## config.mk

```make
export PLATFORM = sky130hd
export DESIGN_NAME = opc_top
export DESIGN_NICKNAME = d
export VERILOG_FILES = /design/src/common/opc_pkg.sv /design/src/common/opc_clk_if.sv /design/src/rtl/opc_clkgen.sv /design/src/rtl/opc_top.sv
export SDC_FILE = /design/constraint.sdc
export NUM_CORES = 1
export LEC_CHECK = 0
export BUFFER_PORTS_ARGS = -buffer_cell sky130_fd_sc_hd__buf_2
export CORE_MARGIN = 3
export CORE_UTILIZATION = 50
export CTS_BUF_LIST = sky130_fd_sc_hd__clkbuf_16
export DETAILED_ROUTE_END_ITERATION = 12
export GPL_TIMING_DRIVEN = 1
export PLACE_DENSITY = 0.82
export SYNTH_ARGS = -nofsm -noshare
export SYNTH_HDL_FRONTEND = slang
export SYNTH_SLANG_ARGS = --single-unit
export TNS_END_PERCENT = 100
```

## constraint.sdc

```tcl
create_clock -name aclk -period 4.4 [get_ports aclk]
set_input_delay 0.44 -clock aclk [delete_from_list [all_inputs] [get_ports aclk]]
set_output_delay 0.44 -clock aclk [all_outputs]
set_load 0.03 [all_outputs]
```

## src/common/opc_pkg.sv

```systemverilog
// Constants and types shared by the output port and clock-out logic
package opc_pkg;

  // ==========================================================================
  // Port shape
  localparam int NUM_PINS = 12;
  localparam int GROUP_W = 4;
  localparam int TIMER_PIN = 2;
  localparam int OSC_PIN = 3;

  // ==========================================================================
  // Register indices (byte address is index times four)
  localparam int AXI_AW = 10;
  localparam logic [7:0] IDX_CLKOUT_CTL = 8'h06;
  localparam logic [7:0] IDX_G0_FLOAT = 8'h30;
  localparam logic [7:0] IDX_G0_DATA = 8'h31;
  localparam logic [7:0] IDX_G1_FLOAT = 8'h32;
  localparam logic [7:0] IDX_G1_DATA = 8'h33;
  localparam logic [7:0] IDX_G2_FLOAT = 8'h34;
  localparam logic [7:0] IDX_G2_DATA = 8'h35;
  localparam logic [7:0] IDX_TIMER_CTL = 8'h36;
  localparam logic [7:0] IDX_PIN_STATE = 8'h37;

  // ==========================================================================
  // Field positions
  localparam int FREQ_LSB = 0;
  localparam int FREQ_MSB = 1;
  localparam int OSC_EN_BIT = 3;
  localparam int TIMER_EN_BIT = 0;
  localparam int FLOAT_BIT = 0;

  // ==========================================================================
  // Reset values
  localparam logic [GROUP_W-1:0] DATA_RST = 4'hf;
  localparam logic [GROUP_W-1:0] G0_FLOAT_RST = 4'h0;
  localparam logic FLOAT_RST = 1'b0;
  localparam logic EN_RST = 1'b0;
  localparam logic [NUM_PINS-1:0] PINS_HIGH = 12'hfff;
  localparam logic [NUM_PINS-1:0] PINS_DRIVEN = 12'hfff;

  // ==========================================================================
  // Clock-out frequency select and divider taps
  typedef enum logic [1:0] {
    OPC_FREQ_DIV64 = 2'h0,
    OPC_FREQ_DIV8 = 2'h1,
    OPC_FREQ_LOW = 2'h2,
    OPC_FREQ_HIGH = 2'h3
  } opc_freq_t;
  localparam opc_freq_t FREQ_RST = OPC_FREQ_DIV64;
  localparam int DIV_BITS = 6;
  localparam int DIV8_TAP = 2;
  localparam int DIV64_TAP = 5;

  // ==========================================================================
  // Bus responses
  localparam logic [1:0] RESP_OKAY = 2'h0;
  localparam logic [1:0] RESP_SLVERR = 2'h2;

endpackage

```

## src/common/opc_clk_if.sv

```systemverilog
// Link between the port logic and the oscillator clock-out generator
`timescale 1ns/1ps
interface opc_clk_if;
  import opc_pkg::*;
  logic osc_en;
  opc_freq_t sel;
  logic osc_clk;
  modport ctl (output osc_en, output sel, input osc_clk);
  modport gen (input osc_en, input sel, output osc_clk);
endinterface

```

## src/rtl/opc_clkgen.sv

```systemverilog
// Oscillator-derived clock output: divider, frequency select and gate
`timescale 1ns/1ps
module opc_clkgen
  import opc_pkg::*;
#(
  parameter int DIV_W = DIV_BITS
) (
  input wire logic aclk,
  input wire logic aresetn,
  input wire logic low_speed_osc_clk,
  input wire logic high_speed_osc_clk,
  opc_clk_if.gen clk_if
);

  if (DIV_W <= DIV64_TAP) begin : g_chk
    $error("opc_clkgen: DIV_W too small for the divide-by-64 tap");
  end

  logic ls_prev_ff;
  logic nxt_ls_prev;
  logic [DIV_W-1:0] div_ff;
  logic [DIV_W-1:0] nxt_div;
  logic out_ff;
  logic nxt_out;
  logic sel_lvl;

  // ==========================================================================
  // Divider counts rising edges of the low-speed clock
  always_comb begin
    nxt_ls_prev = low_speed_osc_clk;
    nxt_div = div_ff;
    if (low_speed_osc_clk && !ls_prev_ff) begin
      nxt_div = div_ff + {{(DIV_W-1){1'b0}}, 1'b1};
    end
    case (clk_if.sel)
      OPC_FREQ_DIV64: sel_lvl = div_ff[DIV64_TAP];
      OPC_FREQ_DIV8: sel_lvl = div_ff[DIV8_TAP];
      OPC_FREQ_LOW: sel_lvl = low_speed_osc_clk;
      OPC_FREQ_HIGH: sel_lvl = high_speed_osc_clk;
      default: sel_lvl = 1'b0;
    endcase
    // Plain gate, not edge-aligned: a runt pulse is possible at switching
    nxt_out = clk_if.osc_en & sel_lvl;
  end

  always_ff @(posedge aclk) begin
    if (!aresetn) begin
      ls_prev_ff <= 1'b0;
      div_ff <= '0;
      out_ff <= 1'b0;
    end else begin
      ls_prev_ff <= nxt_ls_prev;
      div_ff <= nxt_div;
      out_ff <= nxt_out;
    end
  end

  assign clk_if.osc_clk = out_ff;

  // ==========================================================================
  // Checks
  property p_high_sel;
    @(posedge aclk) disable iff (!aresetn)
    (clk_if.osc_en && clk_if.sel == OPC_FREQ_HIGH)
      |=> (out_ff == $past(high_speed_osc_clk));
  endproperty
  a_high_sel: assert property (p_high_sel)
    else $error("high-speed select not passed through");

  property p_div8_sel;
    @(posedge aclk) disable iff (!aresetn)
    (clk_if.osc_en && clk_if.sel == OPC_FREQ_DIV8)
      |=> (out_ff == $past(div_ff[DIV8_TAP]));
  endproperty
  a_div8_sel: assert property (p_div8_sel)
    else $error("divide-by-8 tap not selected");

  property p_gate_off;
    @(posedge aclk) disable iff (!aresetn)
    !clk_if.osc_en |=> !out_ff;
  endproperty
  a_gate_off: assert property (p_gate_off)
    else $error("clock out toggles while disabled");

endmodule

```

## src/rtl/opc_top.sv

```systemverilog
// Twelve-bit output port with timer and oscillator clock outputs
//
// Chosen here: the address map and the AXI4-Lite interface to the registers.
`timescale 1ns/1ps
// Overview of operation
// - Twelve output bits in three groups of four, each from its own data bit.
// - After reset all pins are plain outputs with no special clock routed.
// - Reset sets every data bit to one and every float bit to zero.
// - Float bit one floats its pins; zero drives the data level.
// - Group zero floats per bit; groups one and two float as a whole.
// - Group zero bit two can carry the timer clock, gated by its enable.
// - Group zero bit three can carry the oscillator clock, gated by its enable.
// - With a special clock selected, data bit zero forces the pin low.
// - With a special clock selected, float bit one floats the pin.
// - Oscillator clock offers four frequencies from a two-bit select.
// - Select: 0 low/64, 1 low/8, 2 low clock, 3 high clock.
// - Switching a special clock on or off may glitch; no edge sync.
module opc_top
  import opc_pkg::*;
(
  input wire logic aclk,
  input wire logic aresetn,
  input wire logic [AXI_AW-1:0] s_axi_awaddr,
  input wire logic [2:0] s_axi_awprot,
  input wire logic s_axi_awvalid,
  output logic s_axi_awready,
  input wire logic [31:0] s_axi_wdata,
  input wire logic [3:0] s_axi_wstrb,
  input wire logic s_axi_wvalid,
  output logic s_axi_wready,
  output logic [1:0] s_axi_bresp,
  output logic s_axi_bvalid,
  input wire logic s_axi_bready,
  input wire logic [AXI_AW-1:0] s_axi_araddr,
  input wire logic [2:0] s_axi_arprot,
  input wire logic s_axi_arvalid,
  output logic s_axi_arready,
  output logic [31:0] s_axi_rdata,
  output logic [1:0] s_axi_rresp,
  output logic s_axi_rvalid,
  input wire logic s_axi_rready,
  input wire logic low_speed_osc_clk,
  input wire logic high_speed_osc_clk,
  input wire logic timer_clock_out,
  output logic [NUM_PINS-1:0] pin_out,
  output logic [NUM_PINS-1:0] pin_oe
);

  // ==========================================================================
  // Register file state
  logic [GROUP_W-1:0] g0_data_ff, nxt_g0_data;
  logic [GROUP_W-1:0] g1_data_ff, nxt_g1_data;
  logic [GROUP_W-1:0] g2_data_ff, nxt_g2_data;
  logic [GROUP_W-1:0] g0_float_ff, nxt_g0_float;
  logic group1_float_ff, nxt_group1_float;
  logic group2_float_ff, nxt_group2_float;
  logic osc_clock_out_enable_ff, nxt_osc_clock_out_enable;
  logic timer_clock_out_enable_ff, nxt_timer_clock_out_enable;
  opc_freq_t freq_sel_ff, nxt_freq_sel;

  // ==========================================================================
  // Bus state
  logic aw_held_ff, nxt_aw_held;
  logic [AXI_AW-1:0] aw_addr_ff, nxt_aw_addr;
  logic w_held_ff, nxt_w_held;
  logic [31:0] w_data_ff, nxt_w_data;
  logic [3:0] w_strb_ff, nxt_w_strb;
  logic bvalid_ff, nxt_bvalid;
  logic [1:0] bresp_ff, nxt_bresp;
  logic rvalid_ff, nxt_rvalid;
  logic [31:0] rdata_ff, nxt_rdata;
  logic [1:0] rresp_ff, nxt_rresp;

  logic aw_have, w_have, do_write;
  logic [AXI_AW-1:0] wr_addr;
  logic [31:0] wr_data;
  logic [3:0] wr_strb;
  logic [7:0] wr_idx, rd_idx;
  logic wr_hit, rd_hit;

  logic [NUM_PINS-1:0] pin_out_ff, nxt_pin_out;
  logic [NUM_PINS-1:0] pin_oe_ff, nxt_pin_oe;
  logic [NUM_PINS-1:0] data_all, float_all, special_lvl;

  opc_clk_if clk_if ();

  opc_clkgen u_clkgen (
    .aclk (aclk),
    .aresetn (aresetn),
    .low_speed_osc_clk (low_speed_osc_clk),
    .high_speed_osc_clk (high_speed_osc_clk),
    .clk_if (clk_if.gen)
  );

  assign clk_if.osc_en = osc_clock_out_enable_ff;
  assign clk_if.sel = freq_sel_ff;

  // ==========================================================================
  // AXI4-Lite write path: address and data taken in either order
  assign s_axi_awready = !aw_held_ff && !bvalid_ff;
  assign s_axi_wready = !w_held_ff && !bvalid_ff;
  assign aw_have = aw_held_ff || (s_axi_awvalid && s_axi_awready);
  assign w_have = w_held_ff || (s_axi_wvalid && s_axi_wready);
  assign do_write = aw_have && w_have;
  assign wr_addr = aw_held_ff ? aw_addr_ff : s_axi_awaddr;
  assign wr_data = w_held_ff ? w_data_ff : s_axi_wdata;
  assign wr_strb = w_held_ff ? w_strb_ff : s_axi_wstrb;
  assign wr_idx = wr_addr[AXI_AW-1:2];
  assign rd_idx = s_axi_araddr[AXI_AW-1:2];

  always_comb begin
    case (wr_idx)
      IDX_CLKOUT_CTL, IDX_G0_FLOAT, IDX_G0_DATA, IDX_G1_FLOAT,
      IDX_G1_DATA, IDX_G2_FLOAT, IDX_G2_DATA, IDX_TIMER_CTL,
      IDX_PIN_STATE: wr_hit = 1'b1;
      default: wr_hit = 1'b0;
    endcase
    case (rd_idx)
      IDX_CLKOUT_CTL, IDX_G0_FLOAT, IDX_G0_DATA, IDX_G1_FLOAT,
      IDX_G1_DATA, IDX_G2_FLOAT, IDX_G2_DATA, IDX_TIMER_CTL,
      IDX_PIN_STATE: rd_hit = 1'b1;
      default: rd_hit = 1'b0;
    endcase
  end

  always_comb begin
    nxt_aw_held = aw_held_ff;
    nxt_aw_addr = aw_addr_ff;
    nxt_w_held = w_held_ff;
    nxt_w_data = w_data_ff;
    nxt_w_strb = w_strb_ff;
    nxt_bvalid = bvalid_ff;
    nxt_bresp = bresp_ff;
    if (s_axi_awvalid && s_axi_awready) begin
      nxt_aw_held = 1'b1;
      nxt_aw_addr = s_axi_awaddr;
    end
    if (s_axi_wvalid && s_axi_wready) begin
      nxt_w_held = 1'b1;
      nxt_w_data = s_axi_wdata;
      nxt_w_strb = s_axi_wstrb;
    end
    if (bvalid_ff && s_axi_bready) begin
      nxt_bvalid = 1'b0;
    end
    if (do_write) begin
      nxt_aw_held = 1'b0;
      nxt_w_held = 1'b0;
      nxt_bvalid = 1'b1;
      nxt_bresp = wr_hit ? RESP_OKAY : RESP_SLVERR;
    end
  end

  // ==========================================================================
  // AXI4-Lite read path: answer one cycle after the address is taken
  assign s_axi_arready = !rvalid_ff;

  always_comb begin
    nxt_rvalid = rvalid_ff;
    nxt_rdata = rdata_ff;
    nxt_rresp = rresp_ff;
    if (rvalid_ff && s_axi_rready) begin
      nxt_rvalid = 1'b0;
    end
    if (s_axi_arvalid && s_axi_arready) begin
      nxt_rvalid = 1'b1;
      nxt_rresp = rd_hit ? RESP_OKAY : RESP_SLVERR;
      nxt_rdata = '0;
      case (rd_idx)
        IDX_CLKOUT_CTL: begin
          nxt_rdata[FREQ_MSB:FREQ_LSB] = freq_sel_ff;
          nxt_rdata[OSC_EN_BIT] = osc_clock_out_enable_ff;
        end
        IDX_G0_FLOAT: nxt_rdata[GROUP_W-1:0] = g0_float_ff;
        IDX_G0_DATA: nxt_rdata[GROUP_W-1:0] = g0_data_ff;
        IDX_G1_FLOAT: nxt_rdata[FLOAT_BIT] = group1_float_ff;
        IDX_G1_DATA: nxt_rdata[GROUP_W-1:0] = g1_data_ff;
        IDX_G2_FLOAT: nxt_rdata[FLOAT_BIT] = group2_float_ff;
        IDX_G2_DATA: nxt_rdata[GROUP_W-1:0] = g2_data_ff;
        IDX_TIMER_CTL: nxt_rdata[TIMER_EN_BIT] = timer_clock_out_enable_ff;
        // Live pin levels, floated pins read as zero
        IDX_PIN_STATE: nxt_rdata[NUM_PINS-1:0] = pin_out_ff & pin_oe_ff;
        default: nxt_rdata = '0;
      endcase
    end
  end

  // ==========================================================================
  // Register file writes; only byte lane 0 carries fields
  always_comb begin
    nxt_g0_data = g0_data_ff;
    nxt_g1_data = g1_data_ff;
    nxt_g2_data = g2_data_ff;
    nxt_g0_float = g0_float_ff;
    nxt_group1_float = group1_float_ff;
    nxt_group2_float = group2_float_ff;
    nxt_osc_clock_out_enable = osc_clock_out_enable_ff;
    nxt_timer_clock_out_enable = timer_clock_out_enable_ff;
    nxt_freq_sel = freq_sel_ff;
    if (do_write && wr_strb[0]) begin
      case (wr_idx)
        IDX_CLKOUT_CTL: begin
          nxt_freq_sel = opc_freq_t'(wr_data[FREQ_MSB:FREQ_LSB]);
          nxt_osc_clock_out_enable = wr_data[OSC_EN_BIT];
        end
        IDX_G0_FLOAT: nxt_g0_float = wr_data[GROUP_W-1:0];
        IDX_G0_DATA: nxt_g0_data = wr_data[GROUP_W-1:0];
        IDX_G1_FLOAT: nxt_group1_float = wr_data[FLOAT_BIT];
        IDX_G1_DATA: nxt_g1_data = wr_data[GROUP_W-1:0];
        IDX_G2_FLOAT: nxt_group2_float = wr_data[FLOAT_BIT];
        IDX_G2_DATA: nxt_g2_data = wr_data[GROUP_W-1:0];
        IDX_TIMER_CTL:
          nxt_timer_clock_out_enable = wr_data[TIMER_EN_BIT];
        default: nxt_freq_sel = freq_sel_ff;
      endcase
    end
  end

  // ==========================================================================
  // Pin drive: special clocks are ANDed with data, float always wins
  assign data_all = {g2_data_ff, g1_data_ff, g0_data_ff};
  assign float_all = {{GROUP_W{group2_float_ff}}, {GROUP_W{group1_float_ff}},
                      g0_float_ff};

  always_comb begin
    special_lvl = PINS_HIGH;
    // Disabled enable leaves a constant one, so the pin is plain data
    special_lvl[TIMER_PIN] = timer_clock_out_enable_ff ?
                             timer_clock_out : 1'b1;
    special_lvl[OSC_PIN] = osc_clock_out_enable_ff ?
                           clk_if.osc_clk : 1'b1;
    for (int i = 0; i < NUM_PINS; i++) begin
      nxt_pin_out[i] = data_all[i] & special_lvl[i];
      nxt_pin_oe[i] = !float_all[i];
    end
  end

  // ==========================================================================
  // State registers
  always_ff @(posedge aclk) begin
    if (!aresetn) begin
      g0_data_ff <= DATA_RST;
      g1_data_ff <= DATA_RST;
      g2_data_ff <= DATA_RST;
      g0_float_ff <= G0_FLOAT_RST;
      group1_float_ff <= FLOAT_RST;
      group2_float_ff <= FLOAT_RST;
      osc_clock_out_enable_ff <= EN_RST;
      timer_clock_out_enable_ff <= EN_RST;
      freq_sel_ff <= FREQ_RST;
      aw_held_ff <= 1'b0;
      aw_addr_ff <= '0;
      w_held_ff <= 1'b0;
      w_data_ff <= '0;
      w_strb_ff <= '0;
      bvalid_ff <= 1'b0;
      bresp_ff <= RESP_OKAY;
      rvalid_ff <= 1'b0;
      rdata_ff <= '0;
      rresp_ff <= RESP_OKAY;
      pin_out_ff <= PINS_HIGH;
      pin_oe_ff <= PINS_DRIVEN;
    end else begin
      g0_data_ff <= nxt_g0_data;
      g1_data_ff <= nxt_g1_data;
      g2_data_ff <= nxt_g2_data;
      g0_float_ff <= nxt_g0_float;
      group1_float_ff <= nxt_group1_float;
      group2_float_ff <= nxt_group2_float;
      osc_clock_out_enable_ff <= nxt_osc_clock_out_enable;
      timer_clock_out_enable_ff <= nxt_timer_clock_out_enable;
      freq_sel_ff <= nxt_freq_sel;
      aw_held_ff <= nxt_aw_held;
      aw_addr_ff <= nxt_aw_addr;
      w_held_ff <= nxt_w_held;
      w_data_ff <= nxt_w_data;
      w_strb_ff <= nxt_w_strb;
      bvalid_ff <= nxt_bvalid;
      bresp_ff <= nxt_bresp;
      rvalid_ff <= nxt_rvalid;
      rdata_ff <= nxt_rdata;
      rresp_ff <= nxt_rresp;
      pin_out_ff <= nxt_pin_out;
      pin_oe_ff <= nxt_pin_oe;
    end
  end

  assign s_axi_bvalid = bvalid_ff;
  assign s_axi_bresp = bresp_ff;
  assign s_axi_rvalid = rvalid_ff;
  assign s_axi_rdata = rdata_ff;
  assign s_axi_rresp = rresp_ff;
  assign pin_out = pin_out_ff;
  assign pin_oe = pin_oe_ff;

  // ==========================================================================
  // Checks
  property p_reset_pins;
    @(posedge aclk)
    !aresetn |=> (pin_out_ff == PINS_HIGH && pin_oe_ff == PINS_DRIVEN &&
                  !timer_clock_out_enable_ff && !osc_clock_out_enable_ff);
  endproperty
  a_reset_pins: assert property (p_reset_pins)
    else $error("pins not high and driven after reset");

  property p_group1_float;
    @(posedge aclk) disable iff (!aresetn)
    group1_float_ff |=> (pin_oe_ff[2*GROUP_W-1:GROUP_W] == '0);
  endproperty
  a_group1_float: assert property (p_group1_float)
    else $error("group 1 not floated as a whole");

  property p_g0_bit_float;
    @(posedge aclk) disable iff (!aresetn)
    1'b1 |=> (pin_oe_ff[GROUP_W-1:0] == ~$past(g0_float_ff));
  endproperty
  a_g0_bit_float: assert property (p_g0_bit_float)
    else $error("group 0 drive does not follow its float bits");

  property p_group2_data;
    @(posedge aclk) disable iff (!aresetn)
    1'b1 |=> (pin_out_ff[NUM_PINS-1:2*GROUP_W] == $past(g2_data_ff));
  endproperty
  a_group2_data: assert property (p_group2_data)
    else $error("group 2 pins do not follow data");

  property p_timer_forced_low;
    @(posedge aclk) disable iff (!aresetn)
    (timer_clock_out_enable_ff && !g0_data_ff[TIMER_PIN])
      |=> !pin_out_ff[TIMER_PIN];
  endproperty
  a_timer_forced_low: assert property (p_timer_forced_low)
    else $error("data zero does not hold timer pin low");

  property p_osc_float;
    @(posedge aclk) disable iff (!aresetn)
    (osc_clock_out_enable_ff && g0_float_ff[OSC_PIN])
      |=> !pin_oe_ff[OSC_PIN];
  endproperty
  a_osc_float: assert property (p_osc_float)
    else $error("float bit does not release clock pin");

  property p_timer_pass;
    @(posedge aclk) disable iff (!aresetn)
    (timer_clock_out_enable_ff && g0_data_ff[TIMER_PIN])
      |=> (pin_out_ff[TIMER_PIN] == $past(timer_clock_out));
  endproperty
  a_timer_pass: assert property (p_timer_pass)
    else $error("timer clock not routed to its pin");

  property p_plain_osc_pin;
    @(posedge aclk) disable iff (!aresetn)
    !osc_clock_out_enable_ff
      |=> (pin_out_ff[OSC_PIN] == $past(g0_data_ff[OSC_PIN]));
  endproperty
  a_plain_osc_pin: assert property (p_plain_osc_pin)
    else $error("disabled clock pin is not a plain output");

  property p_read_answer;
    @(posedge aclk) disable iff (!aresetn)
    (s_axi_arvalid && s_axi_arready) |=> s_axi_rvalid;
  endproperty
  a_read_answer: assert property (p_read_answer)
    else $error("read answer not given the next cycle");

endmodule

```

==> results of run 1 <==
Yosys cell counts, types with 4 or more instances:
library cell	number	share of area [%]
dfxtp_1	79	45
nor2_1	38	4.0
mux2i_1	31	8.8
buf_4	28	6.0
nand2_1	28	3.0
mux2_2	17	5.4
nand2b_1	17	3.0
clkbuf_1	14	1.5
a21oi_1	9	1.3
nand3_1	9	1.3
a32oi_1	8	2.0
nand4_1	8	1.4
o21ai_0	8	1.1
inv_1	6	0.64
nor2b_1	6	1.1
and2_1	5	0.89
nor3_1	4	0.57
xor2_1	4	0.99
area by class of cell:
| type | instances | area [sq um] |
|---|---|---|
| clock buffer | 9 | 225 |
| clock inverter | 7 | 63.8 |
| fill | 586 | 2500 |
| inverter | 6 | 22.5 |
| multi-input combinational | 257 | 1720 |
| sequential | 79 | 1580 |
| tap | 93 | 116 |
| timing repair buffer | 74 | 373 |
worst min-delay path by stage:
stage                           start                  end  depth (start not counted)
floorplan              g0_float_ff[3]            pin_oe[3]                          1
global placement       g0_float_ff[1]            pin_oe[1]                          1
detailed placement     g0_float_ff[1]            pin_oe[1]                          1
CTS                 low_speed_osc_clk  u_clkgen.ls_prev_ff                          2
global route        low_speed_osc_clk  u_clkgen.ls_prev_ff                          2
finish              low_speed_osc_clk  u_clkgen.ls_prev_ff                          2
per-layer routing:
layer	share of wire, %	wire length, um
met1	44	3310
met2	47	3560
met3	8.2	625
met4	1.4	108
met5	0	0
cells by family after synthesis:
family          Yosys count  share of synthesized area [%]
simple gates            134                           19.4
flops                    79                           44.9
mux                      51                           16.1
buf+inv                  51                           8.69
compound gates           44                           9.23
xor+xnor                  5                           1.24
fa+ha+maj                 1                          0.355
other cells               1                          0.106
critical path: cells and delay by family, from the launching register on:
kind	cells	cell delay, ns
simple gates	1	0.39
compound gates	1	0.56
flops	1	0.72
mux	2	0.83
power by group through the flow:
stage          sequential, mW  clock, mW  combinational (mW)
6_report                0.755      0.714               0.193
5_1_grt                 0.758      0.761               0.211
4_1_cts                 0.755      0.723               0.193
3_5_place_dp            0.770          0               0.191
3_3_place_gp            0.769          0               0.187
2_1_floorplan           0.771          0               0.160
state kept, by name, indices dropped and copies added, names as in the netlist, 2 cells and up:
signal / cells
s_axi_rdata: 12
g0_data_ff: 4
g0_float_ff: 4
clk_if.sel: 2
u_clkgen.div_ff: 6
g1_data_ff: 4
pin_out: 12
aw_addr_ff: 8
g2_data_ff: 4
w_data_ff: 4
pin_oe: 6
metrics by stage:
stage	utilization (%)	std cells	total power, mW	hold WS (ns)	setup slack, ns
after global routing	62.1	525	1.73	0.362	1.67
final	62.1	525	1.66	0.340	1.79
after CTS	62.1	525	1.67	0.337	1.79
after detailed placement	57.7	509	0.961	0.396	1.78
after global placement	57.7	509	0.957	0.393	1.82
after floorplan	-	387	0.931	0.373	2.36
==> reports/results.ini, run 1 <==
[synth]
synth-main-ff-cell = dfxtp_1
synth_cells = 366
yosys.cell_types.count = 47
ys_seq_area_share_pct = 44.9
ys_seq_elements = 79
synth-edff-count = 0
yosysWarnings = 0
avgSynthCellArea_sq_um = 9.63
synth_async_sr_flop_share_pct = 0
syn-cell-area_sq_mm = 0.00353

[placement]
hpwlAfterDp_mm = 5.41
placedInstanceArea_sq_mm = 0.00381
portBuffers = 73
place_congestion = 0.826

[clock_tree]
clk_latency_ns = 0.33
cts_inserted_buffers = 9
cts.path.max_buffers = 2
numClockSinks = 79
clkTransAtPathRegs_ns = 0.06
ctsResizeCount = 0
postCtsHoldBufs = 0
htreeDepth = 3
cts_tree = built
root_buffer = clkbuf_16
post-cts-setup-buffers = 0

[layout]
final_common_cell = dfxtp_1
drive_above_1_share_pct = 26.4
syn_to_final_growth_pct = 16.3
fin_area_sq_mm = 0.00410
final_net_count = 500
layout_common_cells = 79 x dfxtp_1, 73 x buf_2, 38 x nor2_1, 31 x mux2i_1, 28 x nand2_1
diodes = 0

[sta]
finalSetupViolCount = 0
hold_viol = 0
relSlewSlack_pct = 28.2
fin_crit_ns = 2.61
maxSlewViolCount = 0
tns_ns = 0
fmax_mhz = 382
worst_slew_pin_slew_ns = 1.08
fin_crit_sh_pct = 59.4
rsz0062_at_grt = false
fin_skew_ns = 0.00534

[critical_path]
regToRegEndpoint = g1_data_ff[1]
crit_path_top_delay_cell = dfxtp_1
critPathCaptureType = flop
arrival_ns = 2.83
worstSetupEndpoint = g1_data_ff[1]
r2r_setup_slack_ns = 1.79
rr_worst_depth = 4
r2r_start = aw_held_ff
cpPeakStageDelay_ns = 0.72
criticalPathCategory = flop to flop
critPathLaunchType = flop
cpMostUsedCell = mux2_2
cp_max_fo = 19
startpoint = aw_held_ff
cp_cell_sequence = mux2_2, a2111oi_4, nand4_1, mux2_2
worst_ep_required_time_ns = 4.61

[floorplan]
pin_count = 137
die_y_um = 90.0
initial_core_util_pct = 53.4
die_x_um = 90.0
num_rows = 29
die_area_sq_mm = 0.00810
core_sq_mm = 0.00660

[global_route]
grt_start_max_net_pins = 40
first_global_vias = 2603
antenna_found_initial = 0
use_met3_pct = 5.93
met1_usage_pct = 24.2
grt_usage_pct = 19.1
grt-ovfl-total = 0
met2_usage_pct = 31.2
grt-busiest-layer = met2
grt_pass1_wl_mm = 12.6

[route]
drt_iter0_drc = 128
wirelength_mm = 7.61
viasPerCell = 5.33
firstDrtPassIters = 5
ant_nets = 0
drc = 0
vias = 2800
wl_per_cell_um = 14.5

[worst_hold_path]
hp-class = input port to flop

[power]
peakVddDrop_v = 0.000323
powerDensity_mw_per_mm2 = 406
internal-power_mw = 1.24
p_clk_share_pct = 42.9
pwr-share-comb_pct = 11.6
p_leak_nw = 1.72
seqPwrFrac_pct = 45.4
p_sw_mw = 0.426
p_sw_share_pct = 25.6

[run_status]
status = completed

[flow_run]
maxCapViolations = 0

Note: power is estimated with default switching activity, not from simulation.
==> run 2, diff against run 1 <==
--- a/config.mk
+++ b/config.mk
@@ -5,13 +5,14 @@
 export SDC_FILE = /design/constraint.sdc
 export NUM_CORES = 1
 export LEC_CHECK = 0
+export ABC_AREA = 1
 export BUFFER_PORTS_ARGS = -buffer_cell sky130_fd_sc_hd__buf_2
 export CORE_MARGIN = 3
-export CORE_UTILIZATION = 50
+export CORE_UTILIZATION = 45
 export CTS_BUF_LIST = sky130_fd_sc_hd__clkbuf_16
 export DETAILED_ROUTE_END_ITERATION = 12
 export GPL_TIMING_DRIVEN = 1
-export PLACE_DENSITY = 0.82
+export PLACE_DENSITY = 0.76
 export SYNTH_ARGS = -nofsm -noshare
 export SYNTH_HDL_FRONTEND = slang
 export SYNTH_SLANG_ARGS = --single-unit
==> constraint.sdc (replaced) <==
create_clock -name aclk -period 2.2 [get_ports aclk]
set_input_delay 0.22 -clock aclk [delete_from_list [all_inputs] [get_ports aclk]]
set_output_delay 0.22 -clock aclk [all_outputs]
set_load 0.03 [all_outputs]
==> run 2 against run 1 <==
Effect of this change: flip-flop and latch count unchanged; synthesized area rose by 8.5%; critical endpoint is now g0_data_ff[1]; register-to-register slack got worse by 1.4 ns.
==> reports/results.ini, run 2 <==
[critical_path]
critical_path_buf_inv_count = 2  ; was 0
cpMostUsedCell = nand2_1  ; was mux2_2
worst_ep_required_time_ns = 2.38  ; was 4.61 ns
rr_worst_depth = 9  ; was 4
path_delay_family = simple AND/OR/NAND/NOR gates  ; was multiplexers
r2r_setup_slack_ns = 0.35  ; was 1.79 ns
r2r_start = aw_held_ff  ; unchanged
cp_max_fo = 12  ; was 19
cp_cell_sequence = inv_1, nand2_1, nand2_1, inv_1, nand2_1, nor2_1, nand3_4, nand2_1, nand3_1  ; was mux2_2, a2111oi_4, nand4_1, mux2_2
critPathCaptureType = flop  ; unchanged
criticalPathCategory = flop to flop  ; unchanged
critPathLaunchType = flop  ; unchanged
cpPeakStageDelay_ns = 0.57  ; was 0.72 ns
crit_path_top_delay_cell = dfxtp_1  ; unchanged
arrival_ns = 2.04  ; was 2.83 ns
regToRegEndpoint = g0_data_ff[1]  ; was g1_data_ff[1]

[worst_hold_path]
hp-class = input port to flop  ; unchanged
hold_path_depth = 3  ; was 2
whs_endpoint = u_clkgen.ls_prev_ff  ; unchanged
hold_start = low_speed_osc_clk  ; unchanged

[global_route]
grt_start_max_net_pins = 53  ; was 40
first_global_vias = 3121  ; was 2603
grt_pass1_wl_mm = 14.1  ; was 12.6 mm
antenna_found_initial = 0  ; unchanged
grt-ovfl-total = 0  ; unchanged
grt_usage_pct = 17.4  ; was 19.1%

[synth]
yosys.cell_types.count = 34  ; was 47
synth-main-ff-cell = dfxtp_1  ; unchanged
yosysWarnings = 0  ; unchanged
synth_cells = 540  ; was 366
synth_top_area_share_pct = 41.3  ; was 44.9%
avgSynthCellArea_sq_um = 7.08  ; was 9.63 sq um
netlist_top_cells_area = dfxtp_1 41%, nand2_1 13%, nor2_1 7.1%, buf_4 5.5%, inv_1 5.4%  ; was dfxtp_1 45%, mux2i_1 8.8%, buf_4 6.0%, mux2_2 5.4%, nor2_1 4.0%
synth_largest_area_cell = dfxtp_1  ; unchanged
ys_seq_area_share_pct = 41.3  ; was 44.9%
synth_async_sr_flop_share_pct = 0  ; unchanged
syn-cell-area_sq_mm = 0.00382  ; was 0.00353 sq mm
synth-edff-count = 0  ; unchanged
synthTopCellsByCount = 131 x nand2_1, 79 x dfxtp_1, 72 x nor2_1  ; was 79 x dfxtp_1, 38 x nor2_1, 31 x mux2i_1
synth_most_common_cell = nand2_1  ; was dfxtp_1
ys_seq_elements = 79  ; unchanged

[flow_run]
maxCapViolations = 0  ; unchanged

[floorplan]
die_x_um = 98.2  ; was 90.0 um
die_y_um = 98.2  ; was 90.0 um
initial_core_util_pct = 48.0  ; was 53.4%
core_sq_mm = 0.00797  ; was 0.00660 sq mm
pin_count = 137  ; unchanged
num_rows = 32  ; was 29
die_area_sq_mm = 0.00964  ; was 0.00810 sq mm

[power]
p_sw_share_pct = 29.2  ; was 25.6%
internal-power_mw = 2.38  ; was 1.24 mW
peakVddDrop_v = 0.000463  ; was 0.000323 V
p_clk_share_pct = 40.9  ; was 42.9%
p_sw_mw = 0.984  ; was 0.426 mW
seqPwrFrac_pct = 45.0  ; was 45.4%
powerDensity_mw_per_mm2 = 764  ; was 406 mW/mm^2
p_leak_nw = 2.08  ; was 1.72 nW
pwr-share-comb_pct = 14.1  ; was 11.6%

[layout]
finish.utilization_pct = 55.3  ; was 62.1%
fillers = 808  ; was 586
multiInputGateArea_sq_mm = 0.00180  ; was 0.00172 sq mm
stdcell_count = 712  ; was 525
final_net_count = 678  ; was 500
drive_above_1_share_pct = 20.8  ; was 26.4%
seq_area_sq_mm = 0.00158  ; unchanged
syn_to_final_growth_pct = 15.2  ; was 16.3%
layout_common_cells = 131 x nand2_1, 79 x dfxtp_1, 73 x buf_2, 72 x nor2_1, 55 x inv_1  ; was 79 x dfxtp_1, 73 x buf_2, 38 x nor2_1, 31 x mux2i_1, 28 x nand2_1
final_common_cell = nand2_1  ; was dfxtp_1
diodes = 0  ; unchanged

[sta]
relSlewSlack_pct = 46.0  ; was 28.2%
tns_ns = 0  ; unchanged
fin_skew_ns = 0.00720  ; was 0.00534 ns
fin_crit_ns = 1.85  ; was 2.61 ns
rsz0062_at_grt = false  ; unchanged
fin_crit_sh_pct = 84.2  ; was 59.4%
maxSlewViolCount = 0  ; unchanged
finalSetupViolCount = 0  ; unchanged
hold_viol = 0  ; unchanged
fmax_mhz = 540  ; was 382 MHz
worst_slew_pin_slew_ns = 0.810  ; was 1.08 ns

[route]
drc = 0  ; unchanged
wl_per_cell_um = 11.8  ; was 14.5 um
ant_nets = 0  ; unchanged
drt_iter0_drc = 155  ; was 128
firstDrtPassIters = 4  ; was 5
wirelength_mm = 8.42  ; was 7.61 mm
vias = 3492  ; was 2800
viasPerCell = 4.90  ; was 5.33

[clock_tree]
clkTransAtPathRegs_ns = 0.06  ; about the same
postCtsHoldBufs = 0  ; unchanged
cts_tree = built  ; unchanged
cts_inserted_buffers = 9  ; unchanged
post-cts-setup-buffers = 0  ; unchanged
htreeDepth = 3  ; unchanged
cts.path.max_buffers = 2  ; unchanged
clk_latency_ns = 0.33  ; about the same
numClockSinks = 79  ; unchanged
ctsResizeCount = 0  ; unchanged
root_buffer = clkbuf_16  ; unchanged

[run_status]
status = completed  ; unchanged

[placement]
dp_cells = 696  ; was 509
hpwlAfterDp_mm = 6.12  ; was 5.41 mm
place_congestion = 0.900  ; was 0.826
portBuffers = 73  ; unchanged

==> run 2: cell types whose count changed after synthesis, sizes merged, moves of 19 or more <==
| cell | before | now |
|---|---|---|
| mux2i | 31 | 0 |
| a21oi | 9 | 28 |
| nand3 | 9 | 46 |
| nor2 | 38 | 76 |
| nand2 | 28 | 135 |
| inv | 6 | 57 |
| o21ai | 8 | 29 |
==> run 2: tightest hold or removal path, stage by stage <==
cell	delay [ns]
buf_2	0.11
nand2_1	0.05
inv_1	0.04
==> run 2: final cells by class <==
type / count / area share, %
multi-input combinational: 379 / 40.8
tap: 102 / 2.90
clock inverter: 7 / 1.31
sequential: 79 / 35.9
clock buffer: 9 / 5.11
timing repair buffer: 76 / 8.80
inverter: 60 / 5.19
==> run 2: worst max-delay path by stage <==
stage / start / endpoint / depth (start not counted)
global route: aw_held_ff / g0_data_ff[3] / 10
floorplan: s_axi_bvalid / aw_addr_ff[2] / 5
detailed placement: aw_held_ff / clk_if.sel[1] / 8
global placement: aw_held_ff / clk_if.osc_en / 8
finish: aw_held_ff / g0_data_ff[1] / 9
CTS: aw_held_ff / g0_data_ff[1] / 9
==> run 2: power groups by stage <==
stage | Sequential [mW] | Clock [mW] | Combinational [mW]
floorplan | 1.56 | 0 | 0.386
global placement | 1.54 | 0 | 0.461
detailed placement | 1.55 | 0 | 0.469
CTS | 1.51 | 1.42 | 0.474
global route | 1.52 | 1.48 | 0.526
finish | 1.51 | 1.38 | 0.474
==> run 2: logic make-up (layout without fill, tap and decap cells) <==
logic type,after synthesis,after routing,synth area share (%)
and+or+nand+nor,292,292,35.5
buffers and inverters,103,152,13.7
DFF,79,79,41.3
AOI/OAI and AO/OA,64,64,9.09
adders and majority gates,1,1,0.327
other,1,22,0.0980
==> run 2: through the flow <==
stage / power (mW) / setup slack (ns) / hold slack [ns] / cell area (sq um)
after floorplan: 1.94 / 0.605 / 0.318 / 3900
after global placement: 2.01 / 0.447 / 0.364 / 4130
after detailed placement: 2.02 / 0.424 / 0.366 / 4130
after CTS: 3.40 / 0.352 / 0.112 / 4410
after global routing: 3.53 / 0.110 / 0.137 / 4410
final: 3.37 / 0.347 / 0.117 / 4410
==> run 2: per-layer routing <==
| metal | part of all wire [%] | wire length, um | GRT usage [%] |
|---|---|---|---|
| met5 | 0 | 0 | 0 |
| met4 | 1.0 | 86 | 5.36 |
| met3 | 7.8 | 655 | 4.71 |
| met2 | 46 | 3870 | 28.5 |
| met1 | 45 | 3810 | 22.3 |
